<file path="config.mk">
export PLATFORM = sky130hd
export DESIGN_NAME = iso_packet_formatter_flat
export DESIGN_NICKNAME = d
export VERILOG_FILES = /design/src/pkg/iso_fmt_pkg.sv /design/src/pkg/iso_link_if.sv /design/src/design/iso_packet_formatter.sv /design/src/flat_wrapper.sv
export SDC_FILE = /design/constraint.sdc
export NUM_CORES = 1
export LEC_CHECK = 0
export ABC_AREA = 1
export BUFFER_PORTS_ARGS = -buffer_cell sky130_fd_sc_hd__buf_2
export CAP_MARGIN = 15
export CORE_MARGIN = 2
export CORE_UTILIZATION = 40
export CTS_BUF_LIST = sky130_fd_sc_hd__clkbuf_8
export DETAILED_ROUTE_END_ITERATION = 6
export GPL_TIMING_DRIVEN = 0
export PLACE_DENSITY = 0.59
export SLEW_MARGIN = 0
export SYNTH_ARGS = -nofsm -noshare
export SYNTH_HDL_FRONTEND = slang
export SYNTH_SLANG_ARGS = --single-unit
</file>
<file path="constraint.sdc">
create_clock -name aclk -period 3.25 [get_ports aclk]
set_input_delay 0.4875 -clock aclk [delete_from_list [all_inputs] [get_ports aclk]]
set_output_delay 0.4875 -clock aclk [all_outputs]
set_load 0.01 [all_outputs]
</file>
<file path="src/pkg/iso_fmt_pkg.sv">
// constants and helpers shared by both ends of the formatter
// assumes one clock; byte 0 of a quadlet is bits 31:24
// Functional notes
// - request bus right after a cycle-start when a packet is queued
// - host queues packets in sending order
// - header length counts bytes, not quadlets
// - tag 00 formatted; 01..11 reserved
// - speed 00/01/10 = 100/200/400; 11 undefined
// - header channel selects sending channel
// - sync bits pass unchanged both ways
// - host puts byte0 first, zero pads tail
// - receive byte length bounds payload
// - complete flag 1 last block, else 0
// - status reports payload quadlets written
// - result codes: complete, data error, crc
// - stored receive header tcode is A
// - receive header keeps channel, tag, length; speed goes to status
// - receive byte0 first, zero-fill final quadlet
package iso_fmt_pkg;
   typedef logic [31:0] quad_t;
   typedef logic [1:0]  spd_t;

   // header quadlet layout, host and bus side
   localparam int LEN_MSB  = 31;
   localparam int LEN_LSB  = 16;
   localparam int TAG_MSB  = 15;
   localparam int TAG_LSB  = 14;
   localparam int CHAN_MSB = 13;
   localparam int CHAN_LSB = 8;
   localparam int SPD_MSB  = 7;   // host transmit header only
   localparam int SPD_LSB  = 6;
   localparam int TC_MSB   = 7;   // bus and receive header
   localparam int TC_LSB   = 4;
   localparam int SY_MSB   = 3;
   localparam int SY_LSB   = 0;

   localparam logic [3:0] TCODE_ISO     = 4'hA;
   localparam logic [1:0] TAG_FORMATTED = 2'h0;
   localparam spd_t       SPD_S100      = 2'h0;
   localparam spd_t       SPD_S200      = 2'h1;
   localparam spd_t       SPD_S400      = 2'h2;
   localparam spd_t       SPD_UNDEF     = 2'h3;

   // status quadlet layout
   localparam int ST_CNT_LSB  = 18;
   localparam int ST_SPD_LSB  = 16;
   localparam int ST_DONE_BIT = 11;
   localparam int ST_RES_LSB  = 0;

   localparam logic [3:0]  RES_COMPLETE     = 4'h1;
   localparam logic [3:0]  data_error_result = 4'hD;
   localparam logic [3:0]  crc_error_result  = 4'hE;
   localparam logic [13:0] RX_BLOCK_QUADS   = 14'h0010;

   // register map, byte addresses
   localparam int         ADDR_W       = 8;
   localparam logic [7:0] A_TX_WORD    = 8'h00;
   localparam logic [7:0] A_RX_WORD    = 8'h04;
   localparam logic [7:0] A_STATUS     = 8'h08;
   localparam logic [7:0] A_INT_STATUS = 8'h0C;
   localparam logic [7:0] A_INT_CLEAR  = 8'h10;
   localparam logic [7:0] A_INT_ENABLE = 8'h14;
   localparam int         INT_RX_BIT   = 0;
   localparam int         INT_TX_BIT   = 1;
   localparam logic [1:0] RESP_OKAY    = 2'h0;
   localparam logic [1:0] RESP_SLVERR  = 2'h2;

   function automatic logic [14:0] quads_of(input logic [15:0] len);
      logic [16:0] s;
      s = {1'b0, len} + 17'h00003;
      return s[16:2];
   endfunction

   // keeps the first n bytes; 0 keeps all four
   function automatic quad_t tail_mask(input quad_t d, input logic [1:0] n);
      quad_t m;
      m = 32'hFFFFFFFF;
      case (n)
         2'h1:    m = 32'hFF000000;
         2'h2:    m = 32'hFFFF0000;
         2'h3:    m = 32'hFFFFFF00;
         default: m = 32'hFFFFFFFF;
      endcase
      return d & m;
   endfunction
endpackage

</file>
<file path="src/pkg/iso_link_if.sv">
// quadlet streams between formatter and controller
// assumes one shared clock; a word moves on valid and ready
`timescale 1ns/10ps
interface iso_link_if;
   logic              tx_valid;
   logic              tx_ready;
   iso_fmt_pkg::quad_t tx_data;
   logic              rx_valid;
   logic              rx_ready;
   iso_fmt_pkg::quad_t rx_data;

   modport dev (input tx_valid, input tx_data, output tx_ready,
                output rx_valid, output rx_data, input rx_ready);
   modport ctl (output tx_valid, output tx_data, input tx_ready,
                input rx_valid, input rx_data, output rx_ready);
endinterface

</file>
<file path="src/design/iso_packet_formatter.sv">
// link end: queued packets to bus packets, bus packets to host quadlets
// assumes the bus side delivers whole quadlets and a grant after each request
`timescale 1ns/10ps
module iso_packet_formatter (
   input  wire logic              aclk,
   input  wire logic              aresetn,
   iso_link_if.dev                lnk,
   input  wire logic              cycle_start,
   output logic                   bus_req,
   input  wire logic              bus_grant,
   output logic                   bus_tx_valid,
   input  wire logic              bus_tx_ready,
   output iso_fmt_pkg::quad_t     bus_tx_data,
   output logic                   bus_tx_last,
   output iso_fmt_pkg::spd_t      bus_tx_spd,
   input  wire logic              bus_rx_valid,
   output logic                   bus_rx_ready,
   input  wire iso_fmt_pkg::quad_t bus_rx_data,
   input  wire logic              bus_rx_last,
   input  wire iso_fmt_pkg::spd_t bus_rx_spd,
   input  wire logic              bus_rx_crc_bad,
   output logic                   tx_dropped
);
   import iso_fmt_pkg::*;

   typedef enum logic [2:0] {T_IDLE, T_REQ, T_HDR, T_PAY, T_DROP} tx_state_e;
   typedef enum logic [1:0] {R_HDR, R_PAY, R_STAT} rx_state_e;

   tx_state_e   tx_st_ff;
   logic        armed_ff;
   logic        bus_req_ff;
   logic        tx_ready_ff;
   logic        btx_valid_ff;
   quad_t       btx_data_ff;
   logic        btx_last_ff;
   spd_t        btx_spd_ff;
   logic [14:0] tx_left_ff;
   logic        dropped_ff;

   rx_state_e   rx_st_ff;
   logic        brx_ready_ff;
   logic        rx_valid_ff;
   quad_t       rx_data_ff;
   logic [14:0] rx_left_ff;
   logic [13:0] blk_cnt_ff;
   logic [1:0]  rx_len_lo_ff;
   spd_t        rx_spd_ff;
   logic        done_ff;
   logic [3:0]  res_ff;

   logic        tx_take;
   logic        tx_slot_free;
   logic        rx_load;
   logic        rx_slot_free;
   logic [15:0] tx_len;
   logic [15:0] rx_len;
   logic [13:0] blk_inc;

   assign tx_take      = lnk.tx_valid & tx_ready_ff;
   assign tx_slot_free = ~btx_valid_ff | bus_tx_ready;
   assign rx_load      = bus_rx_valid & brx_ready_ff;
   assign rx_slot_free = ~rx_valid_ff | lnk.rx_ready;
   assign tx_len       = lnk.tx_data[LEN_MSB:LEN_LSB];
   assign rx_len       = bus_rx_data[LEN_MSB:LEN_LSB];
   assign blk_inc      = blk_cnt_ff + 14'h0001;

   assign bus_req      = bus_req_ff;
   assign bus_tx_valid = btx_valid_ff;
   assign bus_tx_data  = btx_data_ff;
   assign bus_tx_last  = btx_last_ff;
   assign bus_tx_spd   = btx_spd_ff;
   assign bus_rx_ready = brx_ready_ff;
   assign tx_dropped   = dropped_ff;
   assign lnk.tx_ready = tx_ready_ff;
   assign lnk.rx_valid = rx_valid_ff;
   assign lnk.rx_data  = rx_data_ff;

   // cycle_start arms sending until the queue runs dry
   always_ff @(posedge aclk) begin
      if (!aresetn) begin
         armed_ff <= 1'b0;
      end else if (cycle_start) begin
         armed_ff <= 1'b1;
      end else if (tx_st_ff == T_IDLE && !lnk.tx_valid) begin
         armed_ff <= 1'b0;
      end
   end

   // tx sequencing; packets leave in queue order
   always_ff @(posedge aclk) begin
      if (!aresetn) begin
         tx_st_ff   <= T_IDLE;
         bus_req_ff <= 1'b0;
         tx_left_ff <= 15'h0000;
         dropped_ff <= 1'b0;
      end else begin
         dropped_ff <= 1'b0;
         case (tx_st_ff)
            T_IDLE: begin
               if ((armed_ff || cycle_start) && lnk.tx_valid) begin
                  bus_req_ff <= 1'b1;
                  tx_st_ff   <= T_REQ;
               end
            end
            T_REQ: begin
               if (bus_grant) begin
                  bus_req_ff <= 1'b0;
                  tx_st_ff   <= T_HDR;
               end
            end
            T_HDR: begin
               if (tx_take) begin
                  tx_left_ff <= quads_of(tx_len);
                  if (lnk.tx_data[SPD_MSB:SPD_LSB] == SPD_UNDEF) begin
                     dropped_ff <= 1'b1;
                     tx_st_ff   <= (tx_len == 16'h0000) ? T_IDLE : T_DROP;
                  end else begin
                     tx_st_ff <= (tx_len == 16'h0000) ? T_IDLE : T_PAY;
                  end
               end
            end
            T_PAY, T_DROP: begin
               if (tx_take) begin
                  tx_left_ff <= tx_left_ff - 15'h0001;
                  if (tx_left_ff == 15'h0001) begin
                     tx_st_ff <= T_IDLE;
                  end
               end
            end
            default: begin
               tx_st_ff <= T_IDLE;
            end
         endcase
      end
   end

   // one-cycle ready per quadlet; the host holds valid, so it always lands
   always_ff @(posedge aclk) begin
      if (!aresetn) begin
         tx_ready_ff <= 1'b0;
      end else begin
         tx_ready_ff <= ~tx_take & ~tx_ready_ff & lnk.tx_valid &
                        (((tx_st_ff == T_HDR || tx_st_ff == T_PAY) & tx_slot_free) |
                         (tx_st_ff == T_DROP));
      end
   end

   // bus output register; header rebuilt with the iso tcode
   always_ff @(posedge aclk) begin
      if (!aresetn) begin
         btx_valid_ff <= 1'b0;
         btx_data_ff  <= 32'h00000000;
         btx_last_ff  <= 1'b0;
         btx_spd_ff   <= SPD_S100;
      end else if (tx_take && tx_st_ff == T_HDR &&
                   lnk.tx_data[SPD_MSB:SPD_LSB] != SPD_UNDEF) begin
         btx_valid_ff <= 1'b1;
         btx_data_ff  <= {tx_len,
                          lnk.tx_data[TAG_MSB:TAG_LSB],
                          lnk.tx_data[CHAN_MSB:CHAN_LSB],
                          TCODE_ISO,
                          lnk.tx_data[SY_MSB:SY_LSB]};
         btx_last_ff  <= (tx_len == 16'h0000);
         btx_spd_ff   <= lnk.tx_data[SPD_MSB:SPD_LSB];
      end else if (tx_take && tx_st_ff == T_PAY) begin
         btx_valid_ff <= 1'b1;
         btx_data_ff  <= lnk.tx_data;
         btx_last_ff  <= (tx_left_ff == 15'h0001);
      end else if (bus_tx_ready) begin
         btx_valid_ff <= 1'b0;
      end
   end

   // receive: header, payload bounded by length, status per block
   always_ff @(posedge aclk) begin
      if (!aresetn) begin
         rx_st_ff     <= R_HDR;
         rx_valid_ff  <= 1'b0;
         rx_data_ff   <= 32'h00000000;
         rx_left_ff   <= 15'h0000;
         blk_cnt_ff   <= 14'h0000;
         rx_len_lo_ff <= 2'h0;
         rx_spd_ff    <= SPD_S100;
         done_ff      <= 1'b0;
         res_ff       <= RES_COMPLETE;
      end else begin
         if (lnk.rx_ready) begin
            rx_valid_ff <= 1'b0;
         end
         case (rx_st_ff)
            R_HDR: begin
               if (rx_load) begin
                  rx_valid_ff  <= 1'b1;
                  rx_data_ff   <= {bus_rx_data[31:TC_MSB+1], TCODE_ISO,
                                   bus_rx_data[SY_MSB:SY_LSB]};
                  rx_left_ff   <= quads_of(rx_len);
                  rx_len_lo_ff <= rx_len[1:0];
                  rx_spd_ff    <= bus_rx_spd;
                  blk_cnt_ff   <= 14'h0000;
                  if (bus_rx_last) begin
                     done_ff  <= 1'b1;
                     res_ff   <= bus_rx_crc_bad ? crc_error_result :
                                 (rx_len != 16'h0000) ? data_error_result : RES_COMPLETE;
                     rx_st_ff <= R_STAT;
                  end else begin
                     rx_st_ff <= R_PAY;
                  end
               end
            end
            R_PAY: begin
               if (rx_load) begin
                  if (rx_left_ff != 15'h0000) begin
                     rx_valid_ff <= 1'b1;
                     rx_data_ff  <= (rx_left_ff == 15'h0001) ?
                                    tail_mask(bus_rx_data, rx_len_lo_ff) : bus_rx_data;
                     rx_left_ff  <= rx_left_ff - 15'h0001;
                     blk_cnt_ff  <= blk_inc;
                  end
                  if (bus_rx_last) begin
                     done_ff  <= 1'b1;
                     res_ff   <= bus_rx_crc_bad ? crc_error_result :
                                 (rx_left_ff > 15'h0001) ? data_error_result : RES_COMPLETE;
                     rx_st_ff <= R_STAT;
                  end else if (rx_left_ff != 15'h0000 && blk_inc == RX_BLOCK_QUADS) begin
                     done_ff  <= 1'b0;
                     res_ff   <= RES_COMPLETE;
                     rx_st_ff <= R_STAT;
                  end
               end
            end
            R_STAT: begin
               if (rx_slot_free) begin
                  rx_valid_ff <= 1'b1;
                  rx_data_ff  <= (quad_t'(blk_cnt_ff) << ST_CNT_LSB) |
                                 (quad_t'(rx_spd_ff) << ST_SPD_LSB) |
                                 (quad_t'(done_ff) << ST_DONE_BIT) |
                                 (quad_t'(res_ff) << ST_RES_LSB);
                  blk_cnt_ff  <= 14'h0000;
                  rx_st_ff    <= done_ff ? R_HDR : R_PAY;
               end
            end
            default: begin
               rx_st_ff <= R_HDR;
            end
         endcase
      end
   end

   // take a bus quadlet only when the rx slot is free
   always_ff @(posedge aclk) begin
      if (!aresetn) begin
         brx_ready_ff <= 1'b0;
      end else begin
         brx_ready_ff <= ~rx_load & (rx_st_ff != R_STAT) & rx_slot_free;
      end
   end
endmodule

</file>
<file path="src/flat_wrapper.sv">
// flat-port wrapper written by rule: the top's interface ports become plain ports
module iso_packet_formatter_flat import iso_fmt_pkg::*;
  (aclk, aresetn, cycle_start, bus_req, bus_grant, bus_tx_valid, bus_tx_ready, bus_tx_data, bus_tx_last, bus_tx_spd, bus_rx_valid, bus_rx_ready, bus_rx_data, bus_rx_last, bus_rx_spd, bus_rx_crc_bad, tx_dropped, lnk_tx_valid, lnk_tx_data, lnk_tx_ready, lnk_rx_valid, lnk_rx_data, lnk_rx_ready);
  iso_link_if lnk_i ();
  input  wire logic aclk;
  input  wire logic aresetn;
  input  wire logic cycle_start;
  output logic bus_req;
  input  wire logic bus_grant;
  output logic bus_tx_valid;
  input  wire logic bus_tx_ready;
  output iso_fmt_pkg::quad_t bus_tx_data;
  output logic bus_tx_last;
  output iso_fmt_pkg::spd_t bus_tx_spd;
  input  wire logic bus_rx_valid;
  output logic bus_rx_ready;
  input  wire iso_fmt_pkg::quad_t bus_rx_data;
  input  wire logic bus_rx_last;
  input  wire iso_fmt_pkg::spd_t bus_rx_spd;
  input  wire logic bus_rx_crc_bad;
  output logic tx_dropped;
  input wire logic [$bits(lnk_i.tx_valid)-1:0] lnk_tx_valid;
  input wire logic [$bits(lnk_i.tx_data)-1:0] lnk_tx_data;
  output wire logic [$bits(lnk_i.tx_ready)-1:0] lnk_tx_ready;
  output wire logic [$bits(lnk_i.rx_valid)-1:0] lnk_rx_valid;
  output wire logic [$bits(lnk_i.rx_data)-1:0] lnk_rx_data;
  input wire logic [$bits(lnk_i.rx_ready)-1:0] lnk_rx_ready;
  assign lnk_i.tx_valid = lnk_tx_valid;
  assign lnk_i.tx_data = lnk_tx_data;
  assign lnk_tx_ready = lnk_i.tx_ready;
  assign lnk_rx_valid = lnk_i.rx_valid;
  assign lnk_rx_data = lnk_i.rx_data;
  assign lnk_i.rx_ready = lnk_rx_ready;
  iso_packet_formatter u_core (.aclk(aclk), .aresetn(aresetn), .lnk(lnk_i), .cycle_start(cycle_start), .bus_req(bus_req), .bus_grant(bus_grant), .bus_tx_valid(bus_tx_valid), .bus_tx_ready(bus_tx_ready), .bus_tx_data(bus_tx_data), .bus_tx_last(bus_tx_last), .bus_tx_spd(bus_tx_spd), .bus_rx_valid(bus_rx_valid), .bus_rx_ready(bus_rx_ready), .bus_rx_data(bus_rx_data), .bus_rx_last(bus_rx_last), .bus_rx_spd(bus_rx_spd), .bus_rx_crc_bad(bus_rx_crc_bad), .tx_dropped(tx_dropped));
endmodule
</file>
==> flow_summary.toml, run 1 <==
[status]
outcome = "completed"

[flow_run]
cap_violations = 0

[timing]
rsz0062_at_grt = "false"
relSlewSlack_pct = 49.0
timing.fmax_ghz = 0.428
fin_tns_setup_ns = 0
fin_skew_ns = 0.0124
hold_violations = 0
tightestPinTransition_ns = 0.765
finalSetupViolations = 0
worst_slack_ns = 0.912
slew_viol_final = 0
period_share_pct = 72.0
layout_min_cycle_time_ns = 2.34

[place]
dp_hpwl_mm = 17.0
place_congestion = 0.909
dp_cells = 1390
port_buffers = 148
place_ws_ns = 0.961

[global_routing]
grt_max_degree = 17
grt_pass1_wl_mm = 35.1
overflow = 0
grt_pass1_vias = 6706
antenna_found_initial = 0
track_usage_pct = 24.5

[worst_setup_path]
slowest_delay_ns = 0.57
worstPathMaxFanout = 10
arrival_ns = 2.67
critPathSlowestCell = "a221oi_1"
cp-end-kind = "flip-flop"
critPathTopFamily = "compound AO/OA/AOI/OAI gates"
crit_type = "flip-flop to flip-flop"
required_ns = 3.58
crit_top_cell = "inv_1"
worst_setup_path_start_kind = "flip-flop"
crit_chain = "inv_1, ha_1, nand2_1, o21ai_0, inv_1, a221oi_1, nor2_1"
path_buf_inv = 2

[clock_network]
cts_resized = 0
ctsHtreeMaxLevel = 4
numCtsBuffers = 17
insertion_delay_ns = 0.47
cts_setup_buffers = 0
clk_path_buf_depth = 2
hold_buffers = 0
path_clk_slew_ns = 0.08
root_buffer = "clkbuf_8"
cts_tree = "done"
cts.sinks = 131

[finish]
multi_input_area_mm2 = 0.00365
diodes = 0
regArea_mm2 = 0.00262
fin_util_pct = 48.8
syn2layout_area_growth_pct = 20.9
layout-drive-gt1-share_pct = 19.7
finalNetCount = 1271
num-fill-cells = 1806
final_cells = 1422

[logic_synthesis]
synth.avg_cell_area_um2 = 6.79
yosys.area_share.xor_xnor_pct = 1.14
syn_inst = 1017
yosys-top-cells-area = "dfxtp_1 38%, nand2_1 9.2%, o21ai_0 8.5%, nor2_1 7.6%, a21oi_1 6.7%"
yosysUniqueCellTypes = 47
yosys.area_share.simple_pct = 27.7
synth_adder_area_share_pct = 1.99
ys_warn_count = 0
yosysTopAreaCell = "dfxtp_1"
synth_top_family_by_area = "simple AND/OR/NAND/NOR gates"
netlist_area_mm2 = 0.00691
yosys_most_used_dff = "dfxtp_1"
synth_top_area_share_pct = 38.0
synth_mux_area_share_pct = 0
synth_nets = 1104
synthArstFlopShare_pct = 0
synth-compound-area-share_pct = 22.0
seq_area_frac_synth_pct = 38.0
ys_ff_latch = 131
synth_edf_count = 0

[route]
postRouteAntennaNets = 0
route.detailed.drc = 0
routed_wl_mm = 22.5
vias = 7439
vias_per_cell = 5.23
wl_per_cell_um = 15.8
drt_iter0_drc = 663
dr.pass1.iters = 6

[floorplan]
std_cell_rows = 48
die_w_um = 135
fp.dieH_um = 135
die-area_mm2 = 0.0183
core_mm2 = 0.0171
ios = 149
start_util_pct = 40.4

[pwr]
ir_drop_mv = 0.325
powerDensity_mw_per_mm2 = 731
p_leak_nw = 3.83

[worst_hold_path]
hold_class = "input pin to flip-flop"
==> registers in the layout, summed over array words and instances (netlist names), 2 cells and up <==
| signal | flops |
|---|---|
| u_core.res_ff | 3 |
| u_core.bus_tx_spd | 2 |
| u_core.rx_st_ff | 2 |
| u_core.blk_cnt_ff | 14 |
| u_core.rx_spd_ff | 2 |
| u_core.tx_left_ff | 15 |
| u_core.rx_len_lo_ff | 2 |
| u_core.tx_st_ff | 3 |
| u_core.rx_left_ff | 15 |
| u_core.bus_tx_data | 32 |
| u_core.lnk.rx_data | 32 |
==> power by group <==
part	leakage, nW	switching (mW)	internal, mW
clock	0.204	0.699	0.796
sequential	1.07	0.177	1.87
combinational	2.56	1.74	0.825
total	3.83	2.62	3.49
==> worst reg2reg max path, delay by kind of cell (launching register included) <==
kind | cells | cell delay [ns]
AOI/OAI and AO/OA | 2 | 0.75
adders and majority gates | 1 | 0.41
DFF | 1 | 0.39
and+or+nand+nor | 2 | 0.38
buffers and inverters | 2 | 0.27
==> cell usage after synthesis, types with 2 or more instances <==
| library cell | instances |
|---|---|
| nand4_1 | 18 |
| o21bai_1 | 2 |
| inv_2 | 8 |
| nor2_4 | 5 |
| o221a_2 | 2 |
| inv_1 | 109 |
| nand2_2 | 11 |
| a31oi_1 | 9 |
| o32ai_1 | 2 |
| o21ai_0 | 118 |
| o21ai_1 | 2 |
| a21oi_1 | 93 |
| buf_6 | 2 |
| o211ai_1 | 7 |
| nor2_2 | 6 |
| nand3_1 | 55 |
| a22oi_1 | 2 |
| nor3_1 | 19 |
| nor4_1 | 7 |
| buf_4 | 2 |
| ha_1 | 11 |
| a221oi_1 | 19 |
| clkbuf_2 | 3 |
| dfxtp_1 | 131 |
| o22ai_1 | 3 |
| o21a_1 | 2 |
| buf_2 | 12 |
| nand2_1 | 170 |
| a211oi_1 | 3 |
| nor2_1 | 140 |
| clkbuf_1 | 20 |
| xnor2_1 | 4 |
| xor2_1 | 5 |
| a21o_1 | 2 |
==> final timing paths <==
| path | slack, ns | to | cells after the start | startpoint |
|---|---|---|---|---|
| worst min register to register | 0.46 | u_core.lnk.tx_ready$_SDFF_PN0_ | 1 | u_core.lnk.tx_ready$_SDFF_PN0_ |
| worst max-delay path | 0.91 | u_core.lnk.rx_data[20]$_SDFFE_PN0P_ | 7 | u_core.rx_st_ff[0]$_SDFFE_PN0P_ |
| worst min-delay path | 0.27 | u_core.bus_tx_data[1]$_SDFFE_PN0P_ | 3 | lnk_tx_data[1] |
| worst max register to register | 0.91 | u_core.lnk.rx_data[20]$_SDFFE_PN0P_ | 7 | u_core.rx_st_ff[0]$_SDFFE_PN0P_ |
==> through the flow <==
stage	hold slack (ns)	total power [mW]	area, um^2
2_1_floorplan	0.424	3.77	6910
3_3_place_gp	0.444	4.61	7930
3_5_place_dp	0.451	4.61	7930
4_1_cts	0.248	6.11	8350
5_1_grt	0.267	6.51	8350
6_report	0.271	6.10	8350
==> kinds of logic (layout without fill, tap and decap cells) <==
logic type,Yosys count,in the layout
XOR/XNOR,9,9
flip-flops,131,131
adder cells (fa/ha/maj),11,11
buffers and inverters,158,338
AND/OR/NAND/NOR,438,438
AO/OA/AOI/OAI,270,270
==> layout by cell type (no fill, tap or decap), drive strengths merged, types with 5 or more instances in the layout <==
cell type	count
a221oi	19
dfxtp	131
nand4	18
xor2	5
a21oi	93
nor3	20
nand3	56
a31oi	9
nor4	7
nand2	182
inv	119
buf	165
ha	11
o21ai	120
clkbuf	42
clkinv	5
o211ai	7
nor2	151
==> layer usage <==
metal  vias up  GRT usage, %  share of wire, %
li1       3750             -                 -
met1      3408          33.3                47
met2       260          39.0                46
met3        21          4.98               6.2
met4         0          7.70               1.5
met5         -             0                 0
==> cell type report <==
cell class	instances	area share, %
Multi-Input combinational cell	728	43.7
Sequential cell	131	31.4
Timing Repair Buffer	148	8.87
Inverter	118	5.33
Tap cell	225	3.37
Clock buffer	19	3.13
Buffer	40	2.29
Clock inverter	13	1.89
Note: power is estimated with default switching activity, not from simulation.
==> inputs of run 2 (changes only) <==
==> constraint.sdc (replaced) <==
create_clock -name aclk -period 2.3 [get_ports aclk]
set_input_delay 0.345 -clock aclk [delete_from_list [all_inputs] [get_ports aclk]]
set_output_delay 0.345 -clock aclk [all_outputs]
set_load 0.01 [all_outputs]
==> flow_summary.toml, run 2 (synthesis results as in run 1) <==
[status]
outcome = "completed"

[worst_setup_path]
cp-end-kind = "flip-flop"
required_ns = 2.65
worstPathMaxFanout = 10
worst_setup_path_start_kind = "flip-flop"
arrival_ns = 2.54
crit_type = "flip-flop to flip-flop"

[timing]
period_share_pct = 95.1
tightestPinTransition_ns = 0.762
hold_violations = 0
rsz0062_at_grt = "false"
timing.fmax_ghz = 0.457
relSlewSlack_pct = 49.2
layout_min_cycle_time_ns = 2.19
fin_tns_setup_ns = 0
worst_slack_ns = 0.113
fin_skew_ns = 0.0139
finalSetupViolations = 0
slew_viol_final = 0

[place]
place_congestion = 0.909
port_buffers = 148
place_ws_ns = 0.0113
placed_cell_area_mm2 = 0.00793
dp_hpwl_mm = 17.0

[pwr]
intPower_mw = 4.98
powerDensity_mw_per_mm2 = 1040
ir_drop_mv = 0.468
pwr-share-comb_pct = 42.6
power_frac_seq_pct = 33.1
swShare_pct = 43.0
p_leak_nw = 3.86
p_clk_share_pct = 24.2
p_switching_mw = 3.75

[finish]
num-fill-cells = 1796
layout-drive-gt1-share_pct = 20.5
finalNetCount = 1272
syn2layout_area_growth_pct = 21.5
diodes = 0
stdcell_area_mm2 = 0.00840
layout_commonest_cell = "nand2_1"
final_cell_mix = "169 x nand2_1, 160 x buf_2, 139 x nor2_1"
fin_util_pct = 49.0

[global_routing]
grt_pass1_vias = 6707
antenna_found_initial = 0
overflow = 0
track_usage_pct = 24.5
grt_pass1_wl_mm = 35.1
grt_max_degree = 17

[clock_network]
ctsHtreeMaxLevel = 4
path_clk_slew_ns = 0.08
root_buffer = "clkbuf_8"
cts_tree = "done"
insertion_delay_ns = 0.46
clk_path_buf_depth = 2
cts.sinks = 131
numCtsBuffers = 17
hold_buffers = 0

[route]
route.detailed.drc = 0
vias_per_cell = 5.20
vias = 7403
postRouteAntennaNets = 0
dr.pass1.iters = 6
routed_wl_mm = 22.5
drt_iter0_drc = 675
wl_per_cell_um = 15.8

[floorplan]
std_cell_rows = 48
core_mm2 = 0.0171
die-area_mm2 = 0.0183
die_w_um = 135
ios = 149
start_util_pct = 40.4
fp.dieH_um = 135

[worst_hold_path]
hold_class = "input pin to flip-flop"

[flow_run]
cap_violations = 0
-- run 2: cell count changes in the layout (fill, tap and decap cells not counted), sizes merged --
cell	before	now
buf	165	166
-- run 2: repair_timing --
item                       4_1_cts  5_1_grt
pin swaps                        0        1
setup endpoints to repair        1       34
setup buffers                    0        1
gates resized for setup          1        7
-- run 2: layer usage --
metal	share of wire (%)	track usage [%]
met5	0	0
met4	1.5	7.70
met3	6.0	4.98
met2	45	39.0
met1	47	33.3
-- run 2: path summary, 6_finish.rpt --
| kind | startpoint | endpoint | slack (ns) | cells after the start |
|---|---|---|---|---|
| worst max-delay path | u_core.rx_st_ff[1]$_SDFFE_PN0P_ | u_core.res_ff[2]$_SDFFE_PN0P_ | 0.11 | 7 |
| worst min-delay path | lnk_tx_data[1] | u_core.bus_tx_data[1]$_SDFFE_PN0P_ | 0.13 | 3 |
| worst max register to register | u_core.rx_st_ff[1]$_SDFFE_PN0P_ | u_core.res_ff[2]$_SDFFE_PN0P_ | 0.11 | 7 |
| worst min register to register | u_core.lnk.tx_ready$_SDFF_PN0_ | u_core.lnk.tx_ready$_SDFF_PN0_ | 0.46 | 1 |
-- run 2: area by class of cell --
| class | instances | area [um^2] | share of cell area [%] |
|---|---|---|---|
| clock buffers | 19 | 262 | 3.11 |
| clock inverters | 13 | 158 | 1.88 |
| well taps | 225 | 282 | 3.35 |
| inverters | 118 | 445 | 5.31 |
| plain buffers | 40 | 191 | 2.28 |
| repair buffers | 149 | 748 | 8.91 |
| multi-input cells | 728 | 3690 | 43.9 |
| flip-flops and latches | 131 | 2620 | 31.3 |
-- run 2: stage by stage --
| stage | instances | hold slack [ns] | total power [mW] |
|---|---|---|---|
| 2_1_floorplan | 1017 | 0.424 | 5.33 |
| 3_3_place_gp | 1390 | 0.444 | 6.52 |
| 3_5_place_dp | 1390 | 0.451 | 6.52 |
| 4_1_cts | 1422 | 0.106 | 8.64 |
| 5_1_grt | 1423 | 0.124 | 9.29 |
| 6_report | 1423 | 0.134 | 8.72 |
-- run 2: power by group through the flow --
stage	Combinational, mW	Clock [mW]	Sequential [mW]
6_report	3.72	2.11	2.89
5_1_grt	4.13	2.23	2.93
4_1_cts	3.61	2.15	2.88
3_5_place_dp	3.59	0	2.93
3_3_place_gp	3.59	0	2.93
2_1_floorplan	2.35	0	2.98
-- run 2: critical path, cell delays in order (launching register included) --
cell and delay, ns:
dfxtp_1 0.36, inv_1 0.10, ha_1 0.29, clkbuf_1 0.49
clkbuf_1 0.46, a21oi_1 0.16, nor2_1 0.16, nor2_1 0.06
